`src/asb_pkg.sv`:
```
// package for the async sram byte port controller
package asb_pkg;
   // ------------------------------------------------------------
   // geometry
   // ------------------------------------------------------------
   localparam int ADDR_W = 15;
   localparam int DATA_W = 8;
   // ------------------------------------------------------------
   // timing, ns as printed, cycles derived at 100 MHz
   // ------------------------------------------------------------
   localparam int CLK_PERIOD_NS              = 10;
   localparam int CYCLE_TIME_NS              = 85;   // read and write cycle time
   localparam int SELECT_TO_WRITE_END_NS     = 75;
   localparam int DATA_SETUP_TO_WRITE_END_NS = 40;
   localparam int WRITE_RECOVERY_TIME_NS     = 10;
   localparam int WRITE_TO_FLOAT_TIME_NS     = 30;
   localparam int OUTPUT_ACTIVE_AFTER_WR_NS  = 5;
   localparam int OUTPUT_HOLD_NS             = 5;
   // least times round up, none below one cycle
   function automatic int ceil_cyc(input int ns);
      int c;
      c = (ns + CLK_PERIOD_NS - 1) / CLK_PERIOD_NS;
      return (c < 1) ? 1 : c;
   endfunction
   localparam int ACCESS_CYC     = ceil_cyc(CYCLE_TIME_NS);
   localparam int WRITE_LOW_CYC  = ceil_cyc(SELECT_TO_WRITE_END_NS);
   localparam int DATA_SETUP_CYC = ceil_cyc(DATA_SETUP_TO_WRITE_END_NS);
   localparam int RECOVERY_CYC   = ceil_cyc(WRITE_RECOVERY_TIME_NS);
   localparam int FLOAT_CYC      = ceil_cyc(WRITE_TO_FLOAT_TIME_NS);
   localparam int HOLD_CYC       = ceil_cyc(OUTPUT_HOLD_NS);
   localparam int CNT_W          = 4;
   // ------------------------------------------------------------
   // carriers
   // ------------------------------------------------------------
   typedef struct packed {
      logic              write;
      logic [ADDR_W-1:0] word_address;
      logic [DATA_W-1:0] wdata;
   } asb_req_t;
   typedef struct packed {
      logic              select_n;
      logic              write_strobe_n;
      logic              output_gate_n;
   } asb_strobe_t;
   typedef enum logic [2:0] {
      ST_IDLE, ST_SETUP, ST_WRITE, ST_RECOVER, ST_READ, ST_HOLD
   } asb_state_t;
endpackage

```
`src/asb_sram_ctrl.sv`:
```
// controller that sequences strobes of an asynchronous 32k x 8 static memory
// Notes on behaviour
// - address and select stable 75 ns before end
// - data valid 40 ns before write end
// - 10 ns recovery after strobe rises
// - never drive against device's read data
// - retention mode lets inputs float
// - strobe high whenever address changes
`timescale 1ns/1ps
module asb_sram_ctrl #(
   parameter int ACCESS_CYC     = asb_pkg::ACCESS_CYC,
   parameter int WRITE_LOW_CYC  = asb_pkg::WRITE_LOW_CYC,
   parameter int DATA_SETUP_CYC = asb_pkg::DATA_SETUP_CYC,
   parameter int RECOVERY_CYC   = asb_pkg::RECOVERY_CYC,
   parameter int FLOAT_CYC      = asb_pkg::FLOAT_CYC
) (
   input  wire logic                         clock,
   input  wire logic                         rst,
   input  wire logic                         req_valid,
   input  wire asb_pkg::asb_req_t            req,
   output logic                              req_ready,
   output logic                              rsp_valid,
   output logic [asb_pkg::DATA_W-1:0]        rsp_rdata,
   input  wire logic                         retention,
   output logic [asb_pkg::ADDR_W-1:0]        word_address,
   output asb_pkg::asb_strobe_t              strobes,
   output logic [asb_pkg::DATA_W-1:0]        byte_bus_out,
   output logic                              byte_bus_oe_n,
   input  wire logic [asb_pkg::DATA_W-1:0]   byte_bus_in
);
   // ------------------------------------------------------------
   // state and counters
   // ------------------------------------------------------------
   asb_pkg::asb_state_t              state_q;
   logic [asb_pkg::CNT_W-1:0]        cnt_q;
   logic                             wr_q;
   logic                             accept;
   logic [asb_pkg::CNT_W-1:0]        write_low_c;
   logic [asb_pkg::CNT_W-1:0]        float_c;
   logic [asb_pkg::CNT_W-1:0]        access_c;
   logic [asb_pkg::CNT_W-1:0]        recover_c;

   // cycle budget at the default counts, counted from the accepting edge:
   // a write spends 3 cycles selected with the gate high, 8 with the
   // strobe low and our data on the bus, 1 of recovery, then 1 of hold;
   // a read spends 9 selected with the gate low, then 1 of hold.
   // every count rounds up, so each phase is at least its least time;
   // the price is up to 5 ns of slack per phase at this clock rate.

   // strobe held low for the longer of select-to-end and data setup
   assign write_low_c = asb_pkg::CNT_W'((WRITE_LOW_CYC > DATA_SETUP_CYC) ?
                                        WRITE_LOW_CYC : DATA_SETUP_CYC);
   assign float_c     = asb_pkg::CNT_W'(FLOAT_CYC);
   assign access_c    = asb_pkg::CNT_W'(ACCESS_CYC);
   assign recover_c   = asb_pkg::CNT_W'(RECOVERY_CYC);
   // no new request while the pins hold retention
   assign accept = req_valid && req_ready && !retention;

   // ------------------------------------------------------------
   // sequencer
   // ------------------------------------------------------------
   // one request at a time; address moves only with the strobe high
   always_ff @(posedge clock or posedge rst) begin
      if (rst) begin
         state_q <= asb_pkg::ST_IDLE;
         cnt_q   <= '0;
         wr_q    <= 1'b0;
      end else begin
         case (state_q)
            asb_pkg::ST_IDLE: begin
               cnt_q <= '0;
               if (accept) begin
                  wr_q    <= req.write;
                  state_q <= req.write ? asb_pkg::ST_SETUP : asb_pkg::ST_READ;
               end
            end
            // gate raised and select low a while before strobe falls, so
            // our drive never meets device output
            asb_pkg::ST_SETUP: begin
               if (cnt_q + 1'b1 >= float_c) begin
                  cnt_q   <= '0;
                  state_q <= asb_pkg::ST_WRITE;
               end else begin
                  cnt_q <= cnt_q + 1'b1;
               end
            end
            // strobe low phase covers both select and data setup
            asb_pkg::ST_WRITE: begin
               if (cnt_q + 1'b1 >= write_low_c) begin
                  cnt_q   <= '0;
                  state_q <= asb_pkg::ST_RECOVER;
               end else begin
                  cnt_q <= cnt_q + 1'b1;
               end
            end
            // recovery counted from the strobe rising
            asb_pkg::ST_RECOVER: begin
               if (cnt_q + 1'b1 >= recover_c) begin
                  cnt_q   <= '0;
                  state_q <= asb_pkg::ST_HOLD;
               end else begin
                  cnt_q <= cnt_q + 1'b1;
               end
            end
            // full access time before the byte is taken
            asb_pkg::ST_READ: begin
               if (cnt_q + 1'b1 >= access_c) begin
                  cnt_q   <= '0;
                  state_q <= asb_pkg::ST_HOLD;
               end else begin
                  cnt_q <= cnt_q + 1'b1;
               end
            end
            // turnaround before the next request may be taken
            asb_pkg::ST_HOLD: begin
               state_q <= asb_pkg::ST_IDLE;
            end
            default: state_q <= asb_pkg::ST_IDLE;
         endcase
      end
   end

   // ------------------------------------------------------------
   // pins
   // ------------------------------------------------------------
   // select high outside a cycle; in retention inputs are left alone
   always_ff @(posedge clock or posedge rst) begin
      if (rst) begin
         strobes      <= '{select_n: 1'b1, write_strobe_n: 1'b1, output_gate_n: 1'b1};
         word_address <= '0;
         byte_bus_out <= '0;
      end else begin
         case (state_q)
            asb_pkg::ST_IDLE: begin
               strobes.write_strobe_n <= 1'b1;
               strobes.output_gate_n  <= 1'b1;
               strobes.select_n       <= !(accept);
               if (accept) begin
                  word_address          <= req.word_address;
                  byte_bus_out          <= req.wdata;
                  strobes.output_gate_n <= req.write;
               end
            end
            // strobe falls only after the gate has been high a while
            asb_pkg::ST_SETUP: begin
               if (cnt_q + 1'b1 >= float_c) begin
                  strobes.write_strobe_n <= 1'b0;
               end
            end
            // strobe rises first; select follows after recovery
            asb_pkg::ST_WRITE: begin
               if (cnt_q + 1'b1 >= write_low_c) begin
                  strobes.write_strobe_n <= 1'b1;
               end
            end
            // deselect ends the write cycle
            asb_pkg::ST_RECOVER: begin
               if (cnt_q + 1'b1 >= recover_c) begin
                  strobes.select_n <= 1'b1;
               end
            end
            // gate and select rise together once the byte is taken
            asb_pkg::ST_READ: begin
               if (cnt_q + 1'b1 >= access_c) begin
                  strobes.select_n      <= 1'b1;
                  strobes.output_gate_n <= 1'b1;
               end
            end
            // one idle cycle lets the device float the bus
            asb_pkg::ST_HOLD: begin
               strobes.select_n <= 1'b1;
            end
            default: strobes.select_n <= 1'b1;
         endcase
      end
   end

   // our bus drive spans the write only; zero data hold lets it drop late
   always_ff @(posedge clock or posedge rst) begin
      if (rst) begin
         byte_bus_oe_n <= 1'b1;
      end else if (state_q == asb_pkg::ST_SETUP && cnt_q + 1'b1 >= float_c) begin
         byte_bus_oe_n <= 1'b0;
      end else if (state_q == asb_pkg::ST_RECOVER && cnt_q + 1'b1 >= recover_c) begin
         byte_bus_oe_n <= 1'b1;
      end
   end

   // ------------------------------------------------------------
   // handshake and read capture
   // ------------------------------------------------------------
   // sample at end of access, before deselect can float the bus
   always_ff @(posedge clock or posedge rst) begin
      if (rst) begin
         req_ready <= 1'b1;
         rsp_valid <= 1'b0;
         rsp_rdata <= '0;
      end else begin
         rsp_valid <= 1'b0;
         if (accept) begin
            req_ready <= 1'b0;
         end else if (state_q == asb_pkg::ST_HOLD) begin
            req_ready <= 1'b1;
         end
         if (state_q == asb_pkg::ST_READ && cnt_q + 1'b1 >= access_c) begin
            rsp_valid <= 1'b1;
            rsp_rdata <= byte_bus_in;
         end else if (state_q == asb_pkg::ST_RECOVER && cnt_q + 1'b1 >= recover_c) begin
            rsp_valid <= wr_q;  // write completion, readable next
         end
      end
   end
endmodule // asb_sram_ctrl

```
`config.mk`:
```
export PLATFORM = sky130hd
export DESIGN_NAME = asb_sram_ctrl
export DESIGN_NICKNAME = d
export VERILOG_FILES = /design/src/asb_pkg.sv /design/src/asb_sram_ctrl.sv
export SDC_FILE = /design/constraint.sdc
export NUM_CORES = 1
export LEC_CHECK = 0
export BUFFER_PORTS_ARGS = -buffer_cell sky130_fd_sc_hd__buf_4
export CAP_MARGIN = 10
export CORE_ASPECT_RATIO = 0.9
export CORE_MARGIN = 2
export CORE_UTILIZATION = 54
export DETAILED_ROUTE_END_ITERATION = 8
export HOLD_SLACK_MARGIN = 0.03
export PLACE_DENSITY = 0.88
export SLEW_MARGIN = 20
export SYNTH_ARGS = -nofsm -noshare
export SYNTH_HDL_FRONTEND = slang
export SYNTH_SLANG_ARGS = --single-unit
```
`constraint.sdc`:
```
create_clock -name clock -period 3.6 [get_ports clock]
set_clock_uncertainty 0.2 [all_clocks]
set_input_delay 0.54 -clock clock [delete_from_list [all_inputs] [get_ports clock]]
set_output_delay 0.54 -clock clock [all_outputs]
set_load 0.02 [all_outputs]
```
# ---- After elaboration in Yosys (flattened, before gate mapping)
# Index checks and enable logic that the tools add are counted.
dict set report totals {
  word_cells 73
  ff_bits 45
  in_bits 36
  out_inout_bits 37
}
dict set report classes {
  bitwise_logic 1
  n_mux 26
  n_reduce_logical 19
  addsub 1
  n_eq_ne 10
  n_lt_le_gt_ge 4
}
# op n
set op_table {}
lappend op_table {{$pmux 4 s5} 1}
lappend op_table {{$mux 3} 6}
lappend op_table {{$mux 4} 4}
lappend op_table {{$pmux 3 s5} 1}
lappend op_table {{$mux 1} 11}
lappend op_table {{$ne 2x2->1 const B} 5}
lappend op_table {{$ge 4x4->1 const B} 2}
lappend op_table {{$eq 3x2->1 const B} 2}
lappend op_table {{$eq 3x3->1 const B} 2}
lappend op_table {{$reduce_and 3->1} 2}
lappend op_table {{$reduce_bool 2->1} 3}
lappend op_table {{$logic_and 1x1->1} 5}
lappend op_table {{$reduce_and 5->1} 1}
lappend op_table {{$reduce_bool 5->1} 1}
lappend op_table {{$add 4x1->4 const B} 1}
lappend op_table {{$ge 4x1->1 const B} 1}
lappend op_table {{$ge 4x2->1 const B} 1}
lappend op_table {{$pmux 1 s4} 1}
lappend op_table {{$reduce_and 2->1} 2}
lappend op_table {{$eq 3x1->1 const B} 1}
lappend op_table {{$logic_not 3->1} 1}
lappend op_table {{$pmux 1 s3} 1}
lappend op_table {{$reduce_bool 3->1} 1}
lappend op_table {{$logic_not 1->1} 2}
lappend op_table {{other kinds (3)} 3}

# ---- Longest topological paths before layout
# Gate-level depths: netlist (run 1).
dict set report depth {
  depth_word 5
  depth_mapped 7
}

# ---- Worst setup path after synthesis (run 1)
# Ideal clock, no wire load.
dict set report synth_path {
  path_type {input port to flip-flop}
  start {input port retention}
  end {register byte_bus_out[2] (netlist bit)}
  arrival_ps 1657
  setup_slack_ps 1618
  n_path_buf 2
  path_stages 5
  cell_sequence {nand3b_1 -> or3_1 -> buf_6 -> buf_6 -> mux2_4}
}
dict set report synth_between {
  elab_chain_len 3
}
# item line
set synth_lines {}
lappend synth_lines {{start, declared} asb_sram_ctrl.sv:24} ;# input wire logic retention,
lappend synth_lines {{$logic_not 1->1} asb_sram_ctrl.sv:57} ;# assign accept = req_valid && req_ready && !retention;
lappend synth_lines {{$logic_and 1x1->1} asb_sram_ctrl.sv:57}
lappend synth_lines {{$reduce_and 2->1 (no line)} -}
lappend synth_lines {{end signal, assigned} asb_sram_ctrl.sv:140} ;# byte_bus_out <= req.wdata;
lappend synth_lines {{end, declared} asb_sram_ctrl.sv:27} ;# output logic [asb_pkg::DATA_W-1:0] byte_bus_out,
# Every way passes these cells.
# A chain may end at the register's enable or synchronous reset.

# ---- Worst setup path in the final report (run 1)
dict set report layout_path {
  start {register state_q[0]}
  end {register word_address[13] (netlist bit)}
}
dict set report layout_between {
  elab_chain_len 2
}
# item line
set layout_lines {}
lappend layout_lines {{start, declared} asb_sram_ctrl.sv:34} ;# asb_pkg::asb_state_t state_q;
lappend layout_lines {{start signal, assigned} asb_sram_ctrl.sv:65} ;# state_q <= asb_pkg::ST_IDLE;
lappend layout_lines {{start signal, assigned} asb_sram_ctrl.sv:74} ;# state_q <= req.write ? asb_pkg::ST_SETUP : asb_pkg::ST_READ;
lappend layout_lines {{start signal, assigned} asb_sram_ctrl.sv:82} ;# state_q <= asb_pkg::ST_WRITE;
lappend layout_lines {{$logic_not 3->1} asb_sram_ctrl.sv:133} ;# case (state_q)
lappend layout_lines {{$reduce_and 2->1 (no line)} -}
lappend layout_lines {{end signal, assigned} asb_sram_ctrl.sv:139} ;# word_address <= req.word_address;
lappend layout_lines {{end, declared} asb_sram_ctrl.sv:25} ;# output logic [asb_pkg::ADDR_W-1:0] word_address,
# Every way passes these cells.

==> parameters.txt, run 1 <==
Parameter                              Value

Clock tree
  Root Driver    sky130_fd_sc_hd__clkbuf_8
  CTS hold repair buffers    0
  Maximum level of the CTS H-tree    2
  CTS-repair resized insts    0
  Clock tree from TritonCTS    built
  Worst-skew pair later-pin latency    0.29 ns
  Number of buffers created by CTS    5
  Buffer count from post-CTS setup fixing    0
  Clock tree sinks    45
  Clock-pin transition on the worst setup and hold timing paths    0.09 ns
  Largest buffer count on any clock path    2

Finish
  Net count, final    282
  Diode count    0
  Area taken by flip-flops and latches    0.00113 mm²
  Area of combinational cells with multiple inputs    968 µm²
  Proportion of layout cells with a drive suffix above 1    51.2%
  Number of filler cells placed in the layout    249
  Area delta synth->final    31.0%

Power and ir drop
  Reported leakage power    1.42 nW
  Peak VDD IR    0.512 mV
  Power consumption    2.25 mW
  Pwr dens    784 mW/mm²

Route
  Total met3 wirelength after detailed routing    317 µm
  Starting DRT DRC Count    196
  Met1 Wirelength    2.10 mm
  Detailed route wirelength on metal2    2.61 mm
  DR vias    1691
  DRC Markers    0
  Routed len/inst    17.7 µm
  Antenna Nets Post-Route    0
  Vias per Instance    5.83
  Uppermost metal layer occupied by signal nets    met4
  Post-Route WL    5.15 mm
  First-pass iteration count of the detailed router    4

Outcome
  Outcome    finished, final reports clean

GRT
  Via count of the first global-routing pass    1728
  Remaining global-route overflow    0
  Overall routing resource usage    23.9%
  Wire length of the first global-routing pass    8.39 mm
  Antenna violations before repair    0
  Maximum number of pins on one net before global-route repair    27

Placement
  Routability congestion estimate    0.869
  Port bufs    72
  Placed wire-length estimate after detailed placement    3.84 mm

Worst setup path
  Crit path capture type    flip-flop
  Arrival time worst endpoint    2.60 ns
  Setup Crit Path Kind    flip-flop to flip-flop
  CP Launch Type    flip-flop
  Worst-path fanout max    20
  Required @ worst endpoint    3.58 ns

Floorplan
  Site row count    21
  CORE AREA    0.00381 mm²
  Width of the die    71.2 µm
  Vertical die dimension    64.4 µm
  Initial core utilization    57.5%
  Die ar.    0.00459 mm²
  Ports placed on the boundary    73

STA
  Minimum clock period after layout    2.62 ns
  Max Slew Vio Count    0
  Period utilization    72.7%
  Setup-violating endpoint count in the final report    0
  RSZ-0062 raised after global routing    no
  Slew at the pin with the worst max-slew slack    0.914 ns
  Worst rel slew slack    38.7%
  Fin Setup TNS    0 ns
  Max Clk Rate    0.382 GHz
  Final hold violation count    0

Synth
  Synthesized netlist net count    211
  Number of standard cells after synthesis    172
  Share of flip-flops with an asynchronous set or reset    100%
  Mean cell area of the mapped netlist    12.7 µm²
  Part of the Yosys area used for sequential elements    51.7%
  Number of storage elements in the synthesis netlist    45
  Dominant synthesized flop cell    sky130_fd_sc_hd__dfrtp_1
  Yosys warnings    0
  Netlist area before placement    0.00219 mm²
  Number of enable-type register cells in the synthesized netlist    0
  Netlist cell types    46

Min path
  Worst hold-check path type    input pin to async pin

Job
  Count of max-cap constraint violations    0
[sequential cells by signal, indices dropped and copies added (netlist names)]
name,count
rsp_valid,1
rsp_rdata,8
cnt_q,4
word_address,15
strobes,3
byte_bus_out,8
state_q,3
wr_q,1
byte_bus_oe_n,1
req_ready,1
[layout by cell type (no fill, tap or decap), types with 5 or more instances in the layout]
master	count
sky130_fd_sc_hd__clkbuf_8	6
sky130_fd_sc_hd__dfstp_2	5
sky130_fd_sc_hd__mux2_4	20
sky130_fd_sc_hd__dfrtp_1	40
sky130_fd_sc_hd__nand3_1	6
sky130_fd_sc_hd__nand2_1	6
sky130_fd_sc_hd__mux2_2	12
sky130_fd_sc_hd__buf_4	76
sky130_fd_sc_hd__nor2_1	7
sky130_fd_sc_hd__inv_1	5
[stage by stage]
| step | util, % | std cells | area [µm²] | hold slack (ns) | setup WS [ns] |
|---|---|---|---|---|---|
| after floorplan | - | 172 | 2190 | 0.279 | 1.62 |
| after global placement | 72.2 | 282 | 2750 | 0.288 | 0.949 |
| after detailed placement | 72.2 | 282 | 2750 | 0.293 | 0.794 |
| after CTS | 75.3 | 290 | 2870 | 0.151 | 0.756 |
| after global routing | 75.4 | 290 | 2870 | 0.191 | 0.899 |
| final | 75.4 | 290 | 2870 | 0.127 | 0.984 |
[worst paths after layout]
path                       slack (ns)  cells after the start        from          endpoint
max                              0.98                      4  state_q[0]  word_address[13]
min                              0.13                      2         rst      rsp_rdata[2]
max reg2reg                      0.98                      4  state_q[0]  word_address[13]
min reg2reg                      0.30                      1  strobes[0]        strobes[0]
max in group asynchronous        2.28                      3         rst        strobes[0]
min in group clock               0.26                      2     req[19]  word_address[11]
[routing by layer]
| metal | up-vias | track usage (%) |
|---|---|---|
| met4 | 0 | 7.55 |
| met3 | 11 | 5.91 |
| met1 | 838 | 31.3 |
| li1 | 764 | - |
| met5 | - | 0 |
| met2 | 78 | 39.1 |
[report_power, final]
part	switching [mW]	total (mW)	internal, mW	leakage [nW]
logic	0.505	1.01	0.508	0.810
clock network	0.171	0.397	0.226	0.0574
registers	0.142	0.840	0.699	0.553
[cell usage after synthesis, types with 2 or more instances]
master | instances | area share [%]
sky130_fd_sc_hd__a211o_1 | 2 | 0.80
sky130_fd_sc_hd__a21o_1 | 2 | 0.68
sky130_fd_sc_hd__a21oi_1 | 3 | 0.68
sky130_fd_sc_hd__a2bb2oi_1 | 2 | 0.80
sky130_fd_sc_hd__a31oi_1 | 3 | 0.86
sky130_fd_sc_hd__a32oi_1 | 2 | 0.80
sky130_fd_sc_hd__and3_1 | 2 | 0.57
sky130_fd_sc_hd__and3b_1 | 3 | 1.2
sky130_fd_sc_hd__buf_2 | 2 | 0.46
sky130_fd_sc_hd__buf_6 | 3 | 1.5
sky130_fd_sc_hd__clkbuf_1 | 7 | 1.2
sky130_fd_sc_hd__dfrtp_1 | 40 | 46
sky130_fd_sc_hd__dfstp_2 | 5 | 6.0
sky130_fd_sc_hd__ha_1 | 3 | 1.7
sky130_fd_sc_hd__inv_1 | 6 | 1.0
sky130_fd_sc_hd__mux2_2 | 12 | 6.2
sky130_fd_sc_hd__mux2_4 | 20 | 14
sky130_fd_sc_hd__nand2_1 | 6 | 1.0
sky130_fd_sc_hd__nand2b_1 | 2 | 0.57
sky130_fd_sc_hd__nand3_1 | 6 | 1.4
sky130_fd_sc_hd__nand3b_1 | 3 | 1.0
sky130_fd_sc_hd__nand4b_1 | 3 | 1.2
sky130_fd_sc_hd__nor2_1 | 7 | 1.2
sky130_fd_sc_hd__o21ai_0 | 3 | 0.68
sky130_fd_sc_hd__o31ai_1 | 3 | 1.0
sky130_fd_sc_hd__xor2_1 | 2 | 0.80
[area by class of cell]
| type | count | share of cell area, % |
|---|---|---|
| repair buffers | 76 | 19.9 |
| multi-input cells | 109 | 33.7 |
| clock buffers | 6 | 2.88 |
| well taps | 46 | 2.00 |
| inverters | 6 | 0.784 |
| flip-flops and latches | 45 | 39.4 |
| clock inverters | 2 | 1.31 |
[critical path: stages, from the launching register on]
cell and delay, ns:
sky130_fd_sc_hd__dfrtp_1 0.55, sky130_fd_sc_hd__or2_0 0.38, sky130_fd_sc_hd__or3_2 0.76, sky130_fd_sc_hd__buf_4 0.29, sky130_fd_sc_hd__mux2_4 0.30
[logic make-up (layout without fill, tap and decap cells)]
family | after synthesis | after routing | synth area share, %
flip-flops | 45 | 45 | 51.7
AND/OR/NAND/NOR | 40 | 40 | 10.4
AO/OA/AOI/OAI | 32 | 32 | 11.3
multiplexers | 32 | 32 | 19.9
buffers and inverters | 18 | 90 | 4.22
adder cells (fa/ha/maj) | 3 | 3 | 1.71
XOR/XNOR | 2 | 2 | 0.799
Note: power is estimated with default switching activity, not from simulation.
==> run 2, diff against run 1 <==
--- a/config.mk
+++ b/config.mk
@@ -9,10 +9,10 @@
 export CAP_MARGIN = 10
 export CORE_ASPECT_RATIO = 0.9
 export CORE_MARGIN = 2
-export CORE_UTILIZATION = 54
+export CORE_UTILIZATION = 50
 export DETAILED_ROUTE_END_ITERATION = 8
 export HOLD_SLACK_MARGIN = 0.03
-export PLACE_DENSITY = 0.88
+export PLACE_DENSITY = 0.82
 export SLEW_MARGIN = 20
 export SYNTH_ARGS = -nofsm -noshare
 export SYNTH_HDL_FRONTEND = slang
==> constraint.sdc (replaced) <==
create_clock -name clock -period 2.5 [get_ports clock]
set_clock_uncertainty 0.2 [all_clocks]
set_input_delay 0.375 -clock clock [delete_from_list [all_inputs] [get_ports clock]]
set_output_delay 0.375 -clock clock [all_outputs]
set_load 0.02 [all_outputs]
==> run 2 against run 1 <==
  * Cell count grew 6.2%
  * Register-to-register slack lost 0.62 ns
  * Non-clock buffer count grew 4
  * Power grew 39%
  * Die area grew 7.5%
  * Routed wire length shrank 5.7%
  * Setup slack lost 0.62 ns
  * Count of clock-buffer cells in the layout grew 1
  * Cell area grew 0.44%
  * Core utilization shrank 6.0 points
  * Global-route usage shrank 3.0 points
  * Sequential cell count is the same
  * Critical path type unchanged
  * Largest power group unchanged
==> parameters.txt, run 2 (synthesis gave the netlist of run 1 again) <==
Parameter                              Value

Power and ir drop
  Share of total power in the clock network    13.9%
  Peak VDD IR    0.720 mV
  Reported leakage power    1.42 nW
  Switching component of the power    1.16 mW
  Flop pwr share    37.7%
  Switching share of total power    37.1%
  Pwr dens    1080 mW/mm²
  Relative contribution of combinational cells to total power    48.3%
  Total internal power    1.97 mW

GRT
  Met3 Track Usage GR    6.66%
  Met2 usage    34.2%
  Maximum number of pins on one net before global-route repair    46
  Wire length of the first global-routing pass    7.65 mm
  Remaining global-route overflow    0
  Via count of the first global-routing pass    1600
  Most utilized layer in the global route result    met2
  Overall routing resource usage    20.8%
  Met1 GRT Util    26.8%
  Antenna violations before repair    0

Worst setup path
  Required @ worst endpoint    2.49 ns
  Setup Crit Path Kind    flip-flop to flip-flop
  Worst-path fanout max    9
  Chain of cells forming the critical path    ha_1 > nor2b_1 > a21o_1 > a21oi_4 > mux2_2
  CP Launch Type    flip-flop
  Crit path capture type    flip-flop
  Arrival time worst endpoint    2.13 ns
  Buf+Inv Stages, Crit Path    0
  Crit-path max cell delay    0.47 ns
  Slowest stage cell on the critical path    sky130_fd_sc_hd__dfrtp_1
  Cell family with the largest share of critical-path delay    compound AO/OA/AOI/OAI gates

Outcome
  Outcome    finished, final reports clean

Route
  DRC Markers    0
  First-pass iteration count of the detailed router    4
  DR vias    1675
  Vias per Instance    5.44
  Antenna Nets Post-Route    0
  Routed len/inst    15.8 µm
  Post-Route WL    4.85 mm
  Starting DRT DRC Count    159

Clock tree
  Buffer count from post-CTS setup fixing    0
  CTS hold repair buffers    1
  Number of buffers created by CTS    5
  Clock-pin transition on the worst setup and hold timing paths    0.08 ns
  Maximum level of the CTS H-tree    2
  Root Driver    sky130_fd_sc_hd__clkbuf_8
  CTS-repair resized insts    0
  Largest buffer count on any clock path    2
  Worst-skew pair later-pin latency    0.29 ns
  Clock tree sinks    45
  Clock tree from TritonCTS    built

Finish
  Regs by FF count    word_address x15, byte_bus_out x8, rsp_rdata x8
  Number of filler cells placed in the layout    313
  Proportion of layout cells with a drive suffix above 1    50.4%
  Commonest non-fill, non-tap cells in the layout    79 x sky130_fd_sc_hd__buf_4, 40 x sky130_fd_sc_hd__dfrtp_1, 20 x sky130_fd_sc_hd__mux2_4
  Largest register FFs    15
  Area of combinational cells with multiple inputs    967 µm²
  Net count, final    286
  Diode count    0
  Post-layout util    69.4%
  Register name with the most flops    word_address
  Most common library cell in the layout ignoring fill and taps    sky130_fd_sc_hd__buf_4
  Area delta synth->final    31.6%
  Area taken by flip-flops and latches    0.00113 mm²

STA
  Fin Setup TNS    0 ns
  Period utilization    85.6%
  Max Clk Rate    0.467 GHz
  Setup-violating endpoint count in the final report    0
  Final hold violation count    0
  RSZ-0062 raised after global routing    no
  Slew at the pin with the worst max-slew slack    0.561 ns
  Worst rel slew slack    62.6%
  Max Slew Vio Count    0
  Minimum clock period after layout    2.14 ns

Job
  Count of max-cap constraint violations    0

Floorplan
  Site row count    22
  Die ar.    0.00493 mm²
  Width of the die    73.8 µm
  Ports placed on the boundary    73
  CORE AREA    0.00416 mm²
  Vertical die dimension    66.8 µm
  Initial core utilization    52.7%

Placement
  Placed wire-length estimate after detailed placement    3.51 mm
  Routability congestion estimate    0.884
  Port bufs    72

Min path
  Worst hold-check path type    input pin to flip-flop
[run 2: changes by cell type in the layout (fill, tap and decap cells not counted)]
cell	before	now
sky130_fd_sc_hd__dlygate4sd3_1	0	1
sky130_fd_sc_hd__bufinv_16	1	0
sky130_fd_sc_hd__or3_2	1	0
sky130_fd_sc_hd__clkbuf_8	6	5
sky130_fd_sc_hd__or3_1	0	1
sky130_fd_sc_hd__clkbuf_1	0	2
sky130_fd_sc_hd__buf_4	76	79
[run 2: layout make-up]
type                            instances  area share [%]
Timing Repair Buffer                   80            20.9
Clock inverter                          1           0.260
Tap cell                               60            2.60
Multi-Input combinational cell        109            33.5
Inverter                                6           0.781
Clock buffer                            7            2.65
Sequential cell                        45            39.3
[run 2: power groups by stage]
| stage | sequential, mW | clock [mW] | combinational, mW |
|---|---|---|---|
| after global routing | 1.21 | 0.473 | 1.62 |
| after global placement | 1.17 | 0 | 1.49 |
| after detailed placement | 1.19 | 0 | 1.51 |
| final | 1.18 | 0.436 | 1.51 |
| after floorplan | 1.43 | 0 | 0.682 |
| after CTS | 1.18 | 0.446 | 1.52 |
[run 2: layer usage]
metal | vias to the layer above | share of wire (%)
li1 | 776 | -
met1 | 828 | 43
met2 | 64 | 50
met3 | 7 | 6.3
met4 | 0 | 0.99
met5 | - | 0
[run 2: worst reg2reg max path, stage by stage (launching register included)]
cell	delay, ns
sky130_fd_sc_hd__dfrtp_1	0.47
sky130_fd_sc_hd__ha_1	0.28
sky130_fd_sc_hd__nor2b_1	0.18
sky130_fd_sc_hd__a21o_1	0.22
sky130_fd_sc_hd__a21oi_4	0.31
sky130_fd_sc_hd__mux2_2	0.38
[run 2: final timing paths]
path / slack, ns / cells past startpoint / from / to
setup / recovery: 0.36 / 5 / cnt_q[0] / rsp_rdata[0]
hold / removal: 0.11 / 2 / byte_bus_in[6] / rsp_rdata[6]
setup reg to reg: 0.36 / 5 / cnt_q[0] / rsp_rdata[0]
hold reg to reg: 0.24 / 1 / state_q[1] / req_ready
max in group asynchronous: 1.15 / 4 / rst / req_ready
min in group asynchronous: 0.57 / 4 / rst / rsp_rdata[2]
[run 2: stage by stage]
step	setup WS (ns)	hold WS [ns]	instance area [µm²]	cells	power (mW)
after floorplan	0.519	0.279	2190	172	2.12
after global placement	0.412	0.232	2790	299	2.66
after detailed placement	0.385	0.236	2790	299	2.70
after CTS	0.366	0.0970	2880	308	3.14
after global routing	0.263	0.0891	2880	308	3.30
final	0.360	0.105	2880	308	3.13
==> run 3, diff against run 2 <==
--- a/config.mk
+++ b/config.mk
@@ -13,6 +13,7 @@
 export DETAILED_ROUTE_END_ITERATION = 8
 export HOLD_SLACK_MARGIN = 0.03
 export PLACE_DENSITY = 0.82
+export RECOVER_POWER = 100
 export SLEW_MARGIN = 20
 export SYNTH_ARGS = -nofsm -noshare
 export SYNTH_HDL_FRONTEND = slang
==> constraint.sdc (replaced) <==
create_clock -name clock -period 2.5 [get_ports clock]
set_clock_uncertainty 0.2 [all_clocks]
set_input_delay 0.25 -clock clock [delete_from_list [all_inputs] [get_ports clock]]
set_output_delay 0.25 -clock clock [all_outputs]
set_load 0.02 [all_outputs]
==> run 3 against run 2 <==
  * Critical path type is now input pin to flip-flop
  * Setup slack lost 0.23 ns
  * Sequential share of layout area shrank 1.5 points
  * Sequential cell count unchanged
  * Routed wire length rose by 26%
  * Clock power grew 2%
  * Largest power group unchanged
  * Via count increased by 9.4%
  * Count of clock-buffer cells in the layout unchanged
  * Non-clock buffer count increased by 33
  * Cell count grew 11%
  * Cell area is 4.0% higher
==> parameters.txt, run 3 (synthesis gave the netlist of run 1 again) <==
Parameter                              Value

Finish
  Diode count    0
  Net count, final    319
  Regs by FF count    word_address x15, byte_bus_out x8, rsp_rdata x8
  Area of combinational cells with multiple inputs    885 µm²
  Area delta synth->final    36.9%
  Number of filler cells placed in the layout    306
  Proportion of layout cells with a drive suffix above 1    22.8%
  Register name with the most flops    word_address
  Post-route cell area    0.00300 mm²
  Commonest non-fill, non-tap cells in the layout    41 x sky130_fd_sc_hd__buf_4, 40 x sky130_fd_sc_hd__dfrtp_1, 37 x sky130_fd_sc_hd__clkbuf_1
  Largest register FFs    15
  Most common library cell in the layout ignoring fill and taps    sky130_fd_sc_hd__buf_4
  Area taken by flip-flops and latches    0.00113 mm²

Worst setup path
  Chain of cells forming the critical path    dlygate4sd3_1 > clkbuf_4 > nand3b_1 > or3_1 > clkbuf_4 > mux2_1
  Dominant cell type by count on the critical path    sky130_fd_sc_hd__clkbuf_4
  Crit path capture type    flip-flop
  Setup Crit Path Kind    input pin to flip-flop
  Number of cells on the worst reg-to-reg path    5
  Crit-path max cell delay    0.54 ns
  Cell family with the largest share of critical-path delay    buffers and inverters
  Buf+Inv Stages, Crit Path    3
  Arrival time worst endpoint    2.33 ns
  Setup slack on the worst flop-to-flop path    0.21 ns
  Slowest stage cell on the critical path    sky130_fd_sc_hd__dlygate4sd3_1
  Worst-path fanout max    24
  CP Launch Type    input pin
  Reg-to-Reg Start    cnt_q[0]
  Worst reg2reg path endpoint    rsp_rdata[3]
  Required @ worst endpoint    2.47 ns

GRT
  Overall routing resource usage    27.4%
  Maximum number of pins on one net before global-route repair    25
  Wire length of the first global-routing pass    9.74 mm
  Remaining global-route overflow    0
  Antenna violations before repair    0
  Via count of the first global-routing pass    1944

Floorplan
  Site row count    22
  Width of the die    73.8 µm
  Die ar.    0.00493 mm²
  Initial core utilization    52.7%
  Ports placed on the boundary    73
  CORE AREA    0.00416 mm²
  Vertical die dimension    66.8 µm

Clock tree
  Clock-pin transition on the worst setup and hold timing paths    0.08 ns
  Maximum level of the CTS H-tree    2
  Number of buffers created by CTS    5
  Worst-skew pair later-pin latency    0.30 ns
  Clock tree from TritonCTS    built
  Buffer count from post-CTS setup fixing    0
  Clock tree sinks    45
  Largest buffer count on any clock path    2
  Root Driver    sky130_fd_sc_hd__clkbuf_8
  CTS-repair resized insts    0

STA
  Minimum clock period after layout    2.37 ns
  Max Clk Rate    0.422 GHz
  Worst rel slew slack    50.4%
  Slew at the pin with the worst max-slew slack    0.744 ns
  Setup-violating endpoint count in the final report    0
  Period utilization    94.7%
  RSZ-0062 raised after global routing    no
  Max Slew Vio Count    0
  Fin Setup TNS    0 ns
  Final hold violation count    0

Route
  First-pass iteration count of the detailed router    4
  Starting DRT DRC Count    159
  Antenna Nets Post-Route    0
  DRC Markers    0
  Vias per Instance    5.38
  Routed len/inst    17.9 µm
  DR vias    1833
  Post-Route WL    6.11 mm

Placement
  Placed wire-length estimate after detailed placement    3.53 mm
  Port bufs    72
  Routability congestion estimate    0.854
  Cell area after placement    0.00279 mm²

Min path
  Launch instance of the worst min-delay path    req_valid
  Destination of the worst hold path    req_ready
  Worst hold-check path type    input pin to flip-flop
  Cell count of the worst hold path    4

Power and ir drop
  Pwr dens    970 mW/mm²
  Peak VDD IR    0.532 mV
  Reported leakage power    1.33 nW

Outcome
  Outcome    finished, final reports clean

Job
  Count of max-cap constraint violations    0
## run 3: worst max-delay path by stage
stage	startpoint	endpoint	slack [ns]	cells after the start
floorplan	req_ready	byte_bus_out[2]	0.52	5
global placement	cnt_q[0]	rsp_rdata[6]	0.41	5
detailed placement	cnt_q[0]	rsp_rdata[0]	0.35	5
CTS	retention	word_address[6]	0.35	6
global route	cnt_q[1]	rsp_rdata[3]	0.12	5
finish	retention	word_address[10]	0.13	6
## run 3: layout make-up
| cell class | instances | area share, % |
|---|---|---|
| Sequential cell | 45 | 37.7 |
| Multi-Input combinational cell | 109 | 29.5 |
| Timing Repair Buffer | 113 | 26.7 |
| Clock buffer | 7 | 2.54 |
| Tap cell | 60 | 2.50 |
| Inverter | 6 | 0.751 |
| Clock inverter | 1 | 0.250 |
## run 3: timing repair
item | CTS | global route
endpoints found under the hold margin | 50 | 0
setup endpoints to repair | 0 | 0
hold buffers | 34 | 0
## run 3: where the power goes
group | internal, mW | leakage [nW] | switching, mW | total (mW)
Clock | 0.198 | 0.0385 | 0.245 | 0.443
Sequential | 0.998 | 0.550 | 0.184 | 1.18
Combinational | 0.496 | 0.743 | 0.788 | 1.28
Total | 1.69 | 1.33 | 1.22 | 2.91
## run 3: routing by layer
metal	up-vias	GRT usage (%)	wire, µm
met5	-	0	0
met4	0	12.5	227
met3	23	6.05	314
met2	85	48.0	3170
met1	886	31.7	2390
li1	839	-	-
## run 3: stage by stage
step	setup slack, ns	power [mW]	util [%]	cells	hold WS (ns)
global route	0.120	3.06	72.2	341	0.135
CTS	0.352	3.18	77.3	341	0.0852
finish	0.133	2.91	72.2	341	0.0889
floorplan	0.519	2.12	-	172	0.192
detailed placement	0.353	2.69	67.1	299	0.104
global placement	0.411	2.65	67.1	299	0.0998
## run 3: worst min-delay path: cells and delay by family
| family | cells | cell delay [ns] |
|---|---|---|
| buffers and inverters | 2 | 0.15 |
| AO/OA/AOI/OAI | 2 | 0.15 |
